File: src/logic/ofad_pkg.sv
// Constants and types of the octal framer address decoder
package ofad_pkg;
  localparam int unsigned ADDR_W     = 12;
  localparam int unsigned DATA_W     = 16;
  localparam int unsigned N_FRAMERS  = 8;
  localparam int unsigned SRC_PER_FR = 4;
  localparam int unsigned CAP_DEPTH  = 32;
  localparam int unsigned CAP_IDX_W  = 5;

  // Upper address nibble
  localparam logic [3:0] TOP_BCAST  = 4'h8;
  localparam logic [3:0] TOP_GLOBAL = 4'h9;

  // Global register offsets
  localparam logic [11:0] OFS_GCTL0   = 12'h0900;
  localparam logic [11:0] OFS_GCTL1   = 12'h0901;
  localparam logic [11:0] OFS_VMASK_L = 12'h0902;
  localparam logic [11:0] OFS_VMASK_H = 12'h0903;
  localparam logic [11:0] OFS_LOOPBK  = 12'h0904;
  localparam logic [11:0] OFS_AN_MASK = 12'h0905;
  localparam logic [11:0] OFS_VSTAT_L = 12'h0910;
  localparam logic [11:0] OFS_VSTAT_H = 12'h0911;
  localparam logic [11:0] OFS_IDENT   = 12'h0912;
  localparam logic [11:0] OFS_AN_STAT = 12'h0913;
  localparam logic [11:0] OFS_CAP_LO  = 12'h0920;
  localparam logic [11:0] OFS_CAP_HI  = 12'h093F;

  // Reset values
  localparam logic [15:0] RST_REG16  = 16'h0000;
  localparam logic [15:0] RDATA_NONE = 16'h0000;
  // Identification word, value arbitrary
  localparam logic [15:0] IDENT_WORD = 16'h5A50;

  // Register group codes on address bits 7..4
  localparam logic [3:0] GRP_MCTL    = 4'h0;
  localparam logic [3:0] GRP_MSTAT   = 4'h1;
  localparam logic [3:0] GRP_LSTAT   = 4'h2;
  localparam logic [3:0] GRP_ISTAT   = 4'h3;
  localparam logic [3:0] GRP_IMASK   = 4'h4;
  localparam logic [3:0] GRP_TXCAS_A = 4'h5;
  localparam logic [3:0] GRP_TXCAS_B = 4'h6;
  localparam logic [3:0] GRP_RXCAS_A = 4'h7;
  localparam logic [3:0] GRP_RXCAS_B = 4'h8;
  localparam logic [3:0] GRP_TSCTL_A = 4'h9;
  localparam logic [3:0] GRP_TSCTL_B = 4'hA;
  localparam logic [3:0] GRP_TXNAT   = 4'hB;
  localparam logic [3:0] GRP_RXNAT   = 4'hC;
  localparam logic [3:0] GRP_MCTL_HI = 4'hF;

  typedef enum logic [1:0] {
    RGN_FRAMER,
    RGN_BCAST,
    RGN_GLOBAL,
    RGN_UNUSED
  } ofad_region_t;
endpackage

File: src/logic/ofad_group_dec.sv
// Per-framer register group access decoder
`timescale 1ns/1ps
`default_nettype none
module ofad_group_dec (
  input  wire logic [3:0] grp,
  output logic            grp_valid,
  output logic            grp_wr_ok
);
  always_comb begin
    grp_valid = 1'b1;
    grp_wr_ok = 1'b0;
    unique case (grp)
      ofad_pkg::GRP_MCTL,
      ofad_pkg::GRP_MCTL_HI,
      ofad_pkg::GRP_IMASK:   grp_wr_ok = 1'b1;
      ofad_pkg::GRP_MSTAT,
      ofad_pkg::GRP_LSTAT,
      ofad_pkg::GRP_ISTAT:   grp_wr_ok = 1'b0;
      ofad_pkg::GRP_TXCAS_A,
      ofad_pkg::GRP_TXCAS_B,
      ofad_pkg::GRP_TSCTL_A,
      ofad_pkg::GRP_TSCTL_B: grp_wr_ok = 1'b1;
      ofad_pkg::GRP_RXCAS_A,
      ofad_pkg::GRP_RXCAS_B: grp_wr_ok = 1'b0;
      ofad_pkg::GRP_TXNAT:   grp_wr_ok = 1'b1;
      ofad_pkg::GRP_RXNAT:   grp_wr_ok = 1'b0;
      default: begin
        grp_valid = 1'b0;
        grp_wr_ok = 1'b0;
      end
    endcase
  end
endmodule
`default_nettype wire

File: src/logic/ofad_decoder.sv
// Address decoder and global registers of the octal framer
// Summary of operation
// Address bits 11..8 of 0 to 7 route the access to that framer, bits 7..0 pick its register.
// Upper nibble 8 writes the same register in all eight framers at once.
// Upper nibble 9 reaches one shared set of global registers up to the capture area.
// Two read-write vector mask registers cover framers 0-3 and 4-7.
// Two read-only vector status registers summarise unmasked framer interrupt sources.
// One read-write global loopback register controls loopbacks between framers.
// A global analyser interrupt mask register is kept apart from its status.
// A global analyser status register and a 32-byte captured data area exist.
// Bits 7..4 choose master control or interrupt mask (read-write) or status groups (read-only).
// Locations YB0-YBF are transmit national bit buffers, readable and writable.
// Locations YC0-YCF are receive national bit buffers, readable only.
// Addresses 940 to FFF are unused and nothing responds there; reads there still get cpu_rvalid with zero data.
// Writes to read-only or unused places change nothing; unused reads give any value.
`timescale 1ns/1ps
`default_nettype none
module ofad_decoder (
  input  wire logic         core_clk,
  input  wire logic         rst,
  input  wire logic         ce,
  input  wire logic [11:0]  cpu_addr,
  input  wire logic [15:0]  cpu_wdata,
  input  wire logic         cpu_wr,
  input  wire logic         cpu_rd,
  output logic      [15:0]  cpu_rdata,
  output logic              cpu_rvalid,
  output logic      [7:0]   fr_sel,
  output logic              fr_we,
  output logic              fr_re,
  output logic      [7:0]   fr_reg_addr,
  output logic      [15:0]  fr_wdata,
  input  wire logic [127:0] fr_rdata,
  input  wire logic [31:0]  fr_irq_src,
  output logic      [15:0]  glb_ctl0,
  output logic      [15:0]  glb_ctl1,
  output logic      [15:0]  glb_loopback,
  input  wire logic         cap_valid,
  input  wire logic [7:0]   cap_byte,
  output logic              cap_full,
  output logic              analyser_alert
);
  function automatic ofad_pkg::ofad_region_t region_of(
    input logic [11:0] a
  );
    ofad_pkg::ofad_region_t r;
    r = ofad_pkg::RGN_UNUSED;
    if (a[11] == 1'b0) begin
      r = ofad_pkg::RGN_FRAMER;
    end else if (a[11:8] == ofad_pkg::TOP_BCAST) begin
      r = ofad_pkg::RGN_BCAST;
    end else if (a[11:8] == ofad_pkg::TOP_GLOBAL &&
                 a <= ofad_pkg::OFS_CAP_HI) begin
      r = ofad_pkg::RGN_GLOBAL;
    end
    return r;
  endfunction

  logic                   grp_valid;
  logic                   grp_wr_ok;
  ofad_pkg::ofad_region_t rgn;
  logic                   do_wr;
  logic                   do_rd;

  logic [15:0] ctl0_r,    ctl0_nxt;
  logic [15:0] ctl1_r,    ctl1_nxt;
  logic [15:0] vmask_l_r, vmask_l_nxt;
  logic [15:0] vmask_h_r, vmask_h_nxt;
  logic [15:0] loop_r,    loop_nxt;
  logic [15:0] anmask_r,  anmask_nxt;
  logic [15:0] vstat_l;
  logic [15:0] vstat_h;

  logic [7:0]  sel_r,   sel_nxt;
  logic        we_r,    we_nxt;
  logic        re_r,    re_nxt;
  logic [7:0]  addr_r,  addr_nxt;
  logic [15:0] wdat_r,  wdat_nxt;
  logic [2:0]  fnum_r,  fnum_nxt;
  logic        gread_r, gread_nxt;
  logic        uread_r, uread_nxt;
  logic [15:0] gdat_r,  gdat_nxt;
  logic [15:0] rdat_r,  rdat_nxt;
  logic        rval_r,  rval_nxt;

  logic [7:0]  cap_mem [ofad_pkg::CAP_DEPTH];
  logic [4:0]  cidx_r,  cidx_nxt;
  logic        full_r,  full_nxt;
  logic        cap_we;

  ofad_group_dec u_grp (
    .grp       (cpu_addr[7:4]),
    .grp_valid (grp_valid),
    .grp_wr_ok (grp_wr_ok)
  );

  assign do_wr = cpu_wr;
  assign do_rd = cpu_rd & ~cpu_wr;

  // Unmasked framer interrupt summary
  assign vstat_l = fr_irq_src[15:0]  & ~vmask_l_r;
  assign vstat_h = fr_irq_src[31:16] & ~vmask_h_r;

  // Global register writes and read data
  always_comb begin
    rgn         = region_of(cpu_addr);
    ctl0_nxt    = ctl0_r;
    ctl1_nxt    = ctl1_r;
    vmask_l_nxt = vmask_l_r;
    vmask_h_nxt = vmask_h_r;
    loop_nxt    = loop_r;
    anmask_nxt  = anmask_r;
    gdat_nxt    = ofad_pkg::RDATA_NONE;
    if (do_wr && rgn == ofad_pkg::RGN_GLOBAL) begin
      unique case (cpu_addr)
        ofad_pkg::OFS_GCTL0:   ctl0_nxt    = cpu_wdata;
        ofad_pkg::OFS_GCTL1:   ctl1_nxt    = cpu_wdata;
        ofad_pkg::OFS_VMASK_L: vmask_l_nxt = cpu_wdata;
        ofad_pkg::OFS_VMASK_H: vmask_h_nxt = cpu_wdata;
        ofad_pkg::OFS_LOOPBK:  loop_nxt    = cpu_wdata;
        ofad_pkg::OFS_AN_MASK: anmask_nxt  = cpu_wdata;
        default:               ctl0_nxt    = ctl0_r;
      endcase
    end
    if (cpu_addr >= ofad_pkg::OFS_CAP_LO) begin
      gdat_nxt = {8'h00, cap_mem[cpu_addr[4:0]]};
    end else begin
      unique case (cpu_addr)
        ofad_pkg::OFS_GCTL0:   gdat_nxt = ctl0_r;
        ofad_pkg::OFS_GCTL1:   gdat_nxt = ctl1_r;
        ofad_pkg::OFS_VMASK_L: gdat_nxt = vmask_l_r;
        ofad_pkg::OFS_VMASK_H: gdat_nxt = vmask_h_r;
        ofad_pkg::OFS_LOOPBK:  gdat_nxt = loop_r;
        ofad_pkg::OFS_AN_MASK: gdat_nxt = anmask_r;
        ofad_pkg::OFS_VSTAT_L: gdat_nxt = vstat_l;
        ofad_pkg::OFS_VSTAT_H: gdat_nxt = vstat_h;
        ofad_pkg::OFS_IDENT:   gdat_nxt = ofad_pkg::IDENT_WORD;
        ofad_pkg::OFS_AN_STAT: gdat_nxt = {15'h0000, full_r};
        default:               gdat_nxt = ofad_pkg::RDATA_NONE;
      endcase
    end
  end

  always_ff @(posedge core_clk) begin
    if (rst) begin
      ctl0_r    <= ofad_pkg::RST_REG16;
      ctl1_r    <= ofad_pkg::RST_REG16;
      vmask_l_r <= ofad_pkg::RST_REG16;
      vmask_h_r <= ofad_pkg::RST_REG16;
      loop_r    <= ofad_pkg::RST_REG16;
      anmask_r  <= ofad_pkg::RST_REG16;
    end else if (ce) begin
      ctl0_r    <= ctl0_nxt;
      ctl1_r    <= ctl1_nxt;
      vmask_l_r <= vmask_l_nxt;
      vmask_h_r <= vmask_h_nxt;
      loop_r    <= loop_nxt;
      anmask_r  <= anmask_nxt;
    end
  end

  // Framer access stage and read return stage
  always_comb begin
    sel_nxt   = 8'h00;
    we_nxt    = 1'b0;
    re_nxt    = 1'b0;
    addr_nxt  = cpu_addr[7:0];
    wdat_nxt  = cpu_wdata;
    fnum_nxt  = cpu_addr[10:8];
    gread_nxt = do_rd && rgn == ofad_pkg::RGN_GLOBAL;
    uread_nxt = do_rd && rgn != ofad_pkg::RGN_GLOBAL &&
                !(rgn == ofad_pkg::RGN_FRAMER && grp_valid);
    unique case (rgn)
      ofad_pkg::RGN_FRAMER: begin
        if (grp_valid && (do_rd || (do_wr && grp_wr_ok))) begin
          sel_nxt = 8'h01 << cpu_addr[10:8];
          we_nxt  = do_wr;
          re_nxt  = do_rd;
        end
      end
      ofad_pkg::RGN_BCAST: begin
        if (do_wr && grp_valid && grp_wr_ok) begin
          sel_nxt = 8'hFF;
          we_nxt  = 1'b1;
        end
      end
      ofad_pkg::RGN_GLOBAL: sel_nxt = 8'h00;
      ofad_pkg::RGN_UNUSED: sel_nxt = 8'h00;
    endcase
    rval_nxt = gread_r | re_r | uread_r;
    if (gread_r) begin
      rdat_nxt = gdat_r;
    end else if (re_r) begin
      rdat_nxt = fr_rdata[{fnum_r, 4'h0} +: 16];
    end else begin
      rdat_nxt = ofad_pkg::RDATA_NONE;
    end
  end

  always_ff @(posedge core_clk) begin
    if (rst) begin
      sel_r   <= 8'h00;
      we_r    <= 1'b0;
      re_r    <= 1'b0;
      addr_r  <= 8'h00;
      wdat_r  <= ofad_pkg::RST_REG16;
      fnum_r  <= 3'h0;
      gread_r <= 1'b0;
      uread_r <= 1'b0;
      gdat_r  <= ofad_pkg::RDATA_NONE;
      rdat_r  <= ofad_pkg::RDATA_NONE;
      rval_r  <= 1'b0;
    end else if (ce) begin
      sel_r   <= sel_nxt;
      we_r    <= we_nxt;
      re_r    <= re_nxt;
      addr_r  <= addr_nxt;
      wdat_r  <= wdat_nxt;
      fnum_r  <= fnum_nxt;
      gread_r <= gread_nxt;
      uread_r <= uread_nxt;
      gdat_r  <= gdat_nxt;
      rdat_r  <= rdat_nxt;
      rval_r  <= rval_nxt;
    end
  end

  // Analyser capture buffer, cleared by reading its status while full
  always_comb begin
    cidx_nxt = cidx_r;
    full_nxt = full_r;
    cap_we   = cap_valid & ~full_r;
    if (do_rd && cpu_addr == ofad_pkg::OFS_AN_STAT && full_r) begin
      full_nxt = 1'b0;
      cidx_nxt = 5'h00;
    end
    if (cap_we) begin
      cidx_nxt = cidx_r + 5'h01;
      if (cidx_r == 5'h1F) begin
        full_nxt = 1'b1;
      end
    end
  end

  always_ff @(posedge core_clk) begin
    if (rst) begin
      cidx_r <= 5'h00;
      full_r <= 1'b0;
    end else if (ce) begin
      cidx_r <= cidx_nxt;
      full_r <= full_nxt;
    end
  end

  always_ff @(posedge core_clk) begin
    if (ce && cap_we && !rst) begin
      cap_mem[cidx_r] <= cap_byte;
    end
  end

  assign fr_sel         = sel_r;
  assign fr_we          = we_r;
  assign fr_re          = re_r;
  assign fr_reg_addr    = addr_r;
  assign fr_wdata       = wdat_r;
  assign cpu_rdata      = rdat_r;
  assign cpu_rvalid     = rval_r;
  assign glb_ctl0       = ctl0_r;
  assign glb_ctl1       = ctl1_r;
  assign glb_loopback   = loop_r;
  assign cap_full       = full_r;
  assign analyser_alert = full_r & ~anmask_r[0];
endmodule
`default_nettype wire

File: config.mk
export PLATFORM = sky130hd
export DESIGN_NAME = ofad_decoder
export DESIGN_NICKNAME = d
export VERILOG_FILES = /design/src/logic/ofad_pkg.sv /design/src/logic/ofad_group_dec.sv /design/src/logic/ofad_decoder.sv
export SDC_FILE = /design/constraint.sdc
export NUM_CORES = 1
export LEC_CHECK = 0
export ABC_AREA = 1
export BUFFER_PORTS_ARGS = -buffer_cell sky130_fd_sc_hd__buf_2
export CORE_MARGIN = 4
export CORE_UTILIZATION = 55
export CTS_CLUSTER_SIZE = 30
export DETAILED_ROUTE_END_ITERATION = 10
export PLACE_DENSITY = 0.78
export SLEW_MARGIN = 20
export SYNTH_ARGS = -nofsm -noshare
export SYNTH_HDL_FRONTEND = slang
export SYNTH_SLANG_ARGS = --single-unit
File: constraint.sdc
create_clock -name core_clk -period 4.8 [get_ports core_clk]
set_input_delay 0.96 -clock core_clk [delete_from_list [all_inputs] [get_ports core_clk]]
set_output_delay 0.96 -clock core_clk [all_outputs]
set_load 0.05 [all_outputs]
==> impl_results.md, run 1 <==
- CTS tree: built
- Port bufs: 302
- Die area: 37890 um2
- Routed len/inst: 21.01 um
- Die width: 194.7 um
- Routability cong.: 0.9789
- DRT antenna net count: 0
- Largest family of logic cells by synthesized area: simple AND/OR/NAND/NOR gates
- Crit share post-route: 0.6793
- Reg area: 11170 um2
- Pwr dens: 355.2 nW/um2
- CTS root buf: clkbuf_16
- Dpl hpwl: 42.40 mm
- Largest net degree at the start of global routing: 116
- Clock Pin Slew Worst Setup and Hold Paths: 70 ps
- RSZ-0062 raised after global routing: false
- TritonCTS Buffers: 44
- Final setup TNS: 0 ps
- Row Count: 68
- Ys Warns: 0
- Outcome: finished clean
- Drt pass-1 iters: 6
- First-pass GRT wire length: 92.94 mm
- Cts hold-fix bufs: 0
- Vias in the first global route: 15930
- Post-route DRC: 0
- Post-Syn Instances: 2202
- Top layer in use: met5
- Worst setup EP type: flip-flop
- Synthesized cell area: 19160 um2
- Avg Inst Size Synth: 8.703 um2
- P&R area growth vs syn: 16.15%
- Setup bufs post-CTS: 0
- Tot GR Track Use: 0.3108
- EDFF count, synth: 256
- Design area: 22260 um2
- Final cell count without fillers: 2942
- Relative slew slack: 0.3062
- Leak: 9.174 nW
- WS Path Type: input pin to flip-flop
- Met1 WL: 22.65 mm
- DR vias: 17140
- Post-synthesis mux area share: 0
- Compound-cell area share of the yosys netlist: 0.1369
- Starting DRT DRC Count: 1730
- Final Hold Viols: 0
- Yosys top cell by area: edfxtp_1
- Post-DP Area: 20900 um2
- Most frequent cell after synthesis: nand2_1
- CTS Buffer Depth: 3
- Worst-Margin Slew: 1039 ps
- Syn Nets: 2409
- Max Clk Rate: 306.7 MHz
- Count of final max-slew check failures: 0
- Register area share after synthesis: 0.5829
- Top cells by instance count after synthesis: nand2_1, edfxtp_1, nor2_1, o21ai_0, a21oi_1
- Register bit total from synthesis: 430
- Met3 routed WL: 5.813 mm
- CTS resizes: 0
- Multi-input gate area: 6980 um2
- Sinks on Clock Net: 430
- # setup viols final: 0
- Final net count: 2658
- Top post-synthesis cells by area: edfxtp_1, dfxtp_1, nand2_1
- Xor/xnor share of the synthesized area: 0.0004570
- Chip Height: 194.7 um
- Vias per inst: 5.826
- Worst-path fanout max: 32
- Routed wl met2: 30.72 mm
- Max-cap violations: 0
- Adder-Cell Fraction of Synth Area: 0.003264
- Ys async rst share: 0
- Util after Layout: 0.6460
- Crit path launch type: input pin
- Worst hold path class: flip-flop to flip-flop
- Initial antenna violation count: 10
- H-tree levels: 2
- Worst-Skew Late Latency: 550 ps
- I/O pins: 303
- Grt total ovfl: 0
- Fraction of final layout cells sized beyond drive strength 1: 0.1777
- Unique cell type count in the Yosys netlist: 36
- Post-Route WL: 61.80 mm
- Cells after DPL: 2860
- Core area: 34460 um2
- Most common flop cell mapped by yosys: edfxtp_1
- Critical Path RT: 5280 ps
- Tmin final: 3261 ps
- Worst path arrival time: 3740 ps
- VDD IR max: 0.0003135 V
- Initial Util: 0.5562
- Synth Area in Simple Gates: 0.2235
- Clock Skew: 14.67 ps
- Top cell type's share of synthesized area: 0.4011
- Filler cells: 2861
[worst paths after layout]
path                     from  cells past startpoint  slack, ps       endpoint
setup reg to reg    fnum_r[0]                      7       1990  cpu_rdata[10]
hold / removal     gdat_r[11]                      2        480     gdat_r[11]
hold reg to reg    gdat_r[11]                      2        480     gdat_r[11]
setup / recovery  cpu_addr[1]                     10       1540   vmask_h_r[0]
[state kept, by name (all words and copies together) (netlist names), 3 cells and up]
register and cells:
cap_mem 256, glb_ctl0 16, fr_wdata 16, fnum_r 3
cidx_r 5, gdat_r 16, anmask_r 16, cpu_rdata 16
vmask_h_r 16, glb_loopback 16, fr_sel 8, fr_reg_addr 8
vmask_l_r 16, glb_ctl1 16
[power breakdown]
part	total [mW]	internal (mW)	switching, mW
clock	3.23	1.81	1.42
combinational	0.712	0.194	0.517
sequential	3.96	3.94	0.0229
[worst max-delay path: stages]
cell	delay, ps
buf_2	470
buf_4	360
nand2_2	210
inv_2	310
nand2_2	170
nor2_2	230
inv_2	80
nor2_4	580
o21ai_0	190
a21oi_1	150
[final cells by class]
class                           instances  area share
Sequential cell                       430      0.5019
Multi-Input combinational cell       1519      0.3136
Timing Repair Buffer                  323     0.07555
Clock buffer                           59     0.05379
Tap cell                              455     0.02558
Inverter                              133     0.02248
Clock inverter                         18    0.006521
Antenna cell                            5   0.0005621
[metrics by stage]
stage               hold slack, ps  setup slack [ps]  total power, mW
global placement             455.9              1236            4.725
global route                 483.5              1337            8.143
detailed placement           464.9              1089            4.738
finish                       475.1              1539            7.906
floorplan                    445.4              2066            4.447
CTS                          471.9              1647            7.918
[cell families after synthesis]
| family | Yosys count |
|---|---|
| AND/OR/NAND/NOR | 1016 |
| AO/OA/AOI/OAI | 497 |
| flip-flops | 430 |
| buffers and inverters | 253 |
| adder cells (fa/ha/maj) | 5 |
| XOR/XNOR | 1 |
[metal layers]
layer  global-route usage  up-vias
met5                    0        -
met4               0.1208        2
met3              0.05391      172
met2               0.5360      981
met1               0.3923     8004
li1                     -     7980
[cells in the final DEF, fill, tap and decap left out, types with 5 or more instances in the layout]
cell type  count
nor2_2        13
clkbuf_1      11
nand2_1      574
o221ai_1      16
buf_4         20
nor2_4        10
o22ai_1       16
dfxtp_1      173
nor2_1       241
diode_2        5
inv_1        113
clkinv_1       7
nand2_2        7
clkbuf_16     44
inv_2         16
buf_2        302
o21ai_0      241
clkinv_2      10
nand4_1       40
edfxtp_1     256
nand3_1      112
o211ai_1      17
a21oi_1      199
ha_1           5
nand3b_1       9
Note: power is estimated with default switching activity, not from simulation.
==> inputs of run 2 (changes only) <==
ABC_AREA = 0   (was 1)
clock period = 3 ns   (was 4.8 ns; I/O delays follow)
==> run 2 against run 1 <==
- non-clock buffer count increased by 88
- combinational power increased by 54%
- global-route usage decreased by 0.88 points
- wire length decreased by 7.0%
==> impl_results.md, run 2 <==
- RSZ-0062 raised after global routing: false
- Commonest non-fill, non-tap cells in the layout: buf_2, edfxtp_1, nand2_1, dfxtp_1, nor2_1
- WS Path Type: input pin to flip-flop
- # setup viols final: 0 (unchanged)
- I/O pins: 303 (unchanged)
- Count of final max-slew check failures: 0 (unchanged)
- Largest Register: cap_mem
- Routed len/inst: 24.56 um (+17%)
- CTS tree: built
- Yosys top cell by area: edfxtp_1
- Max Clk Rate: 407.4 MHz
- Max reg flops: 256 (unchanged)
- Worst-path fanout max: 14 (-56%)
- Vias per inst: 6.210 (+6.6%)
- Die area: 36960 um2 (-2.5%)
- Clock Pin Slew Worst Setup and Hold Paths: 60 ps (about the same)
- First-pass GRT wire length: 84.94 mm (-8.6%)
- Reg2reg setup slack: 980 ps (-1010 ps)
- Worst-Margin Slew: 1037 ps (-2.529 ps)
- CTS resizes: 0 (unchanged)
- Unique cell type count in the Yosys netlist: 70 (+94%)
- R2R Path Start: cap_full
- Filler cells: 2462 (-14%)
- H-tree levels: 2 (unchanged)
- Crit share post-route: 0.8182
- Final Hold Viols: 0 (unchanged)
- Worst-Skew Late Latency: 540 ps (about the same)
- TritonCTS Buffers: 44 (unchanged)
- VDD IR max: 0.0006445 V (+110%)
- Grt total ovfl: 0 (unchanged)
- Pwr dens: 559.8 nW/um2 (+58%)
- Initial Util: 0.5569 (+0.0006928)
- Crit path launch type: input pin
- Post-route DRC: 0 (unchanged)
- Crit path to: gdat_r[15]
- Post-DP Area: 21200 um2 (+1.4%)
- Crit. Startpoint: cpu_addr[4]
- Fraction of final layout cells sized beyond drive strength 1: 0.3025 (+0.1248)
- Ys async rst share: 0 (unchanged)
- Outcome: finished clean
- Core area: 33530 um2 (-2.7%)
- Worst Reg-to-Reg Cells: 5 (-2)
- Worst hold path class: input pin to flip-flop
- Top cells by instance count after synthesis: edfxtp_1, nand2_1, dfxtp_1, nor2_1, a21oi_1
- Relative slew slack: 0.3079 (+0.001688)
- Cts hold-fix bufs: 0 (unchanged)
- Post-Route WL: 57.49 mm (-7.0%)
- Setup bufs post-CTS: 0 (unchanged)
- Clock Skew: 17.16 ps (+2.493 ps)
- DRT antenna net count: 0 (unchanged)
- Most frequent cell after synthesis: edfxtp_1
- EDFF count, synth: 256 (unchanged)
- Tot GR Track Use: 0.3019 (-0.008841)
- Tmin final: 2455 ps
- Worst setup EP type: flip-flop
- Syn Nets: 1715 (-29%)
- Sinks on Clock Net: 430 (unchanged)
- Synthesized cell area: 18670 um2 (-2.6%)
- Drt pass-1 iters: 6 (unchanged)
- Critical Path RT: 3400 ps (-1880 ps)
- Reg2reg end: cap_mem[12][0]
- Worst path arrival time: 2860 ps (-880 ps)
- CTS Buffer Depth: 3 (unchanged)
- Chip Height: 192.3 um (-1.2%)
- Row Count: 67 (-1.5%)
- Commonest non-fill, non-tap cell in the layout: buf_2
- Vias in the first global route: 14000 (-12%)
- Routability cong.: 0.9699 (-0.92%)
- Max-cap violations: 0 (unchanged)
- CTS root buf: clkbuf_16
- Pre-CTS setup slack: 164.6 ps (-924.4 ps)
- Largest net degree at the start of global routing: 85 (-27%)
- Top post-synthesis cells by area: edfxtp_1, dfxtp_1, mux4_2
- Final net count: 2066 (-22%)
- Top cell type's share of synthesized area: 0.4117 (+0.01056)
- Post-Syn Instances: 1508 (-32%)
- Avg Inst Size Synth: 12.38 um2 (+42%)
- Most common flop cell mapped by yosys: edfxtp_1
- Final setup TNS: 0 ps (unchanged)
- Dpl hpwl: 40.85 mm (-3.7%)
- Leak: 8.275 nW (-9.8%)
- Final WS setup: 545.4 ps (-993.7 ps)
- Ys Warns: 0 (unchanged)
- Starting DRT DRC Count: 1734 (+0.23%)
- P&R area growth vs syn: 20.76%
- Initial antenna violation count: 3 (-7)
- Register bit total from synthesis: 430 (unchanged)
- Register area share after synthesis: 0.5982 (+0.01535)
- Port bufs: 302 (unchanged)
- Die width: 192.3 um (-1.2%)
- DR vias: 14540 (-15%)
- Design area: 22550 um2 (+1.3%)
run 2: cell types whose count changed after synthesis, moves of 17 or more:
cell      change
nand2b_1     +17
a22oi_1      +31
nor3_1       +19
nand3_1      -98
a21oi_1      -93
o21ai_0     -207
inv_1        -98
nor2_1       -85
mux4_2       +88
nand4_1      -33
nand2_1     -355
mux2i_1      +87
run 2: kinds of logic (layout without fill, tap and decap cells):
family | Yosys count | count (layout) | share of synthesized area
multiplexers | 178 | 178 | 0.1546
AND/OR/NAND/NOR | 499 | 499 | 0.1201
buffers and inverters | 122 | 505 | 0.02814
adder cells (fa/ha/maj) | 5 | 5 | 0.003350
flip-flops | 430 | 430 | 0.5982
other | 0 | 2 | 0
AO/OA/AOI/OAI | 270 | 270 | 0.09374
XOR/XNOR | 4 | 4 | 0.001877
run 2: layout make-up:
class | count | area [um2] | share of cell area
multi-input cells | 956 | 6977 | 0.3094
diodes | 2 | 5.005 | 0.0002220
clock buffers | 63 | 1214 | 0.05382
repair buffers | 411 | 2427 | 0.1076
flip-flops and latches | 430 | 11170 | 0.4955
clock inverters | 15 | 133.9 | 0.005937
well taps | 448 | 560.5 | 0.02486
inverters | 16 | 60.06 | 0.002663
run 2: worst min path at each step:
stage	startpoint	to	slack, ps	cells after the start
2_1_floorplan	gdat_r[10]	gdat_r[10]	430	2
3_3_place_gp	anmask_r[7]	anmask_r[7]	450	2
3_5_place_dp	gdat_r[10]	gdat_r[10]	450	2
4_1_cts	cpu_wdata[12]	anmask_r[12]	370	3
5_1_grt	cpu_wdata[9]	glb_loopback[9]	400	3
6_report	cpu_wdata[10]	glb_loopback[10]	380	3
run 2: metrics by stage:
step	utilization	hold WS (ps)	power (mW)	std cells
2_1_floorplan	-	425.4	7.079	1508
3_3_place_gp	0.6321	446.5	7.521	2261
3_5_place_dp	0.6321	453.3	7.544	2261
4_1_cts	0.6723	366.0	12.64	2339
5_1_grt	0.6725	396.4	12.98	2341
6_report	0.6725	376.9	12.62	2341
run 2: worst max-delay path: stages:
cell and delay (ps):
buf_2 210, or4_1 750, nor2_2 430, buf_4 220
a22oi_1 80, a21oi_1 170, nor3_1 70, a211oi_1 320
run 2: power by group:
part	internal, mW	switching [mW]	total, mW
registers	6.30	0.0351	6.33
clock network	2.99	2.20	5.19
logic	0.419	0.683	1.10
total	9.70	2.92	12.6
run 2: layer usage:
metal  GRT usage  part of all wire  vias up
met2      0.4935              0.48      957
met3     0.05554              0.10      184
met5           0           0.00021        -
li1            -                 -     6369
met1      0.3945              0.37     7025
met4      0.1418             0.052        2
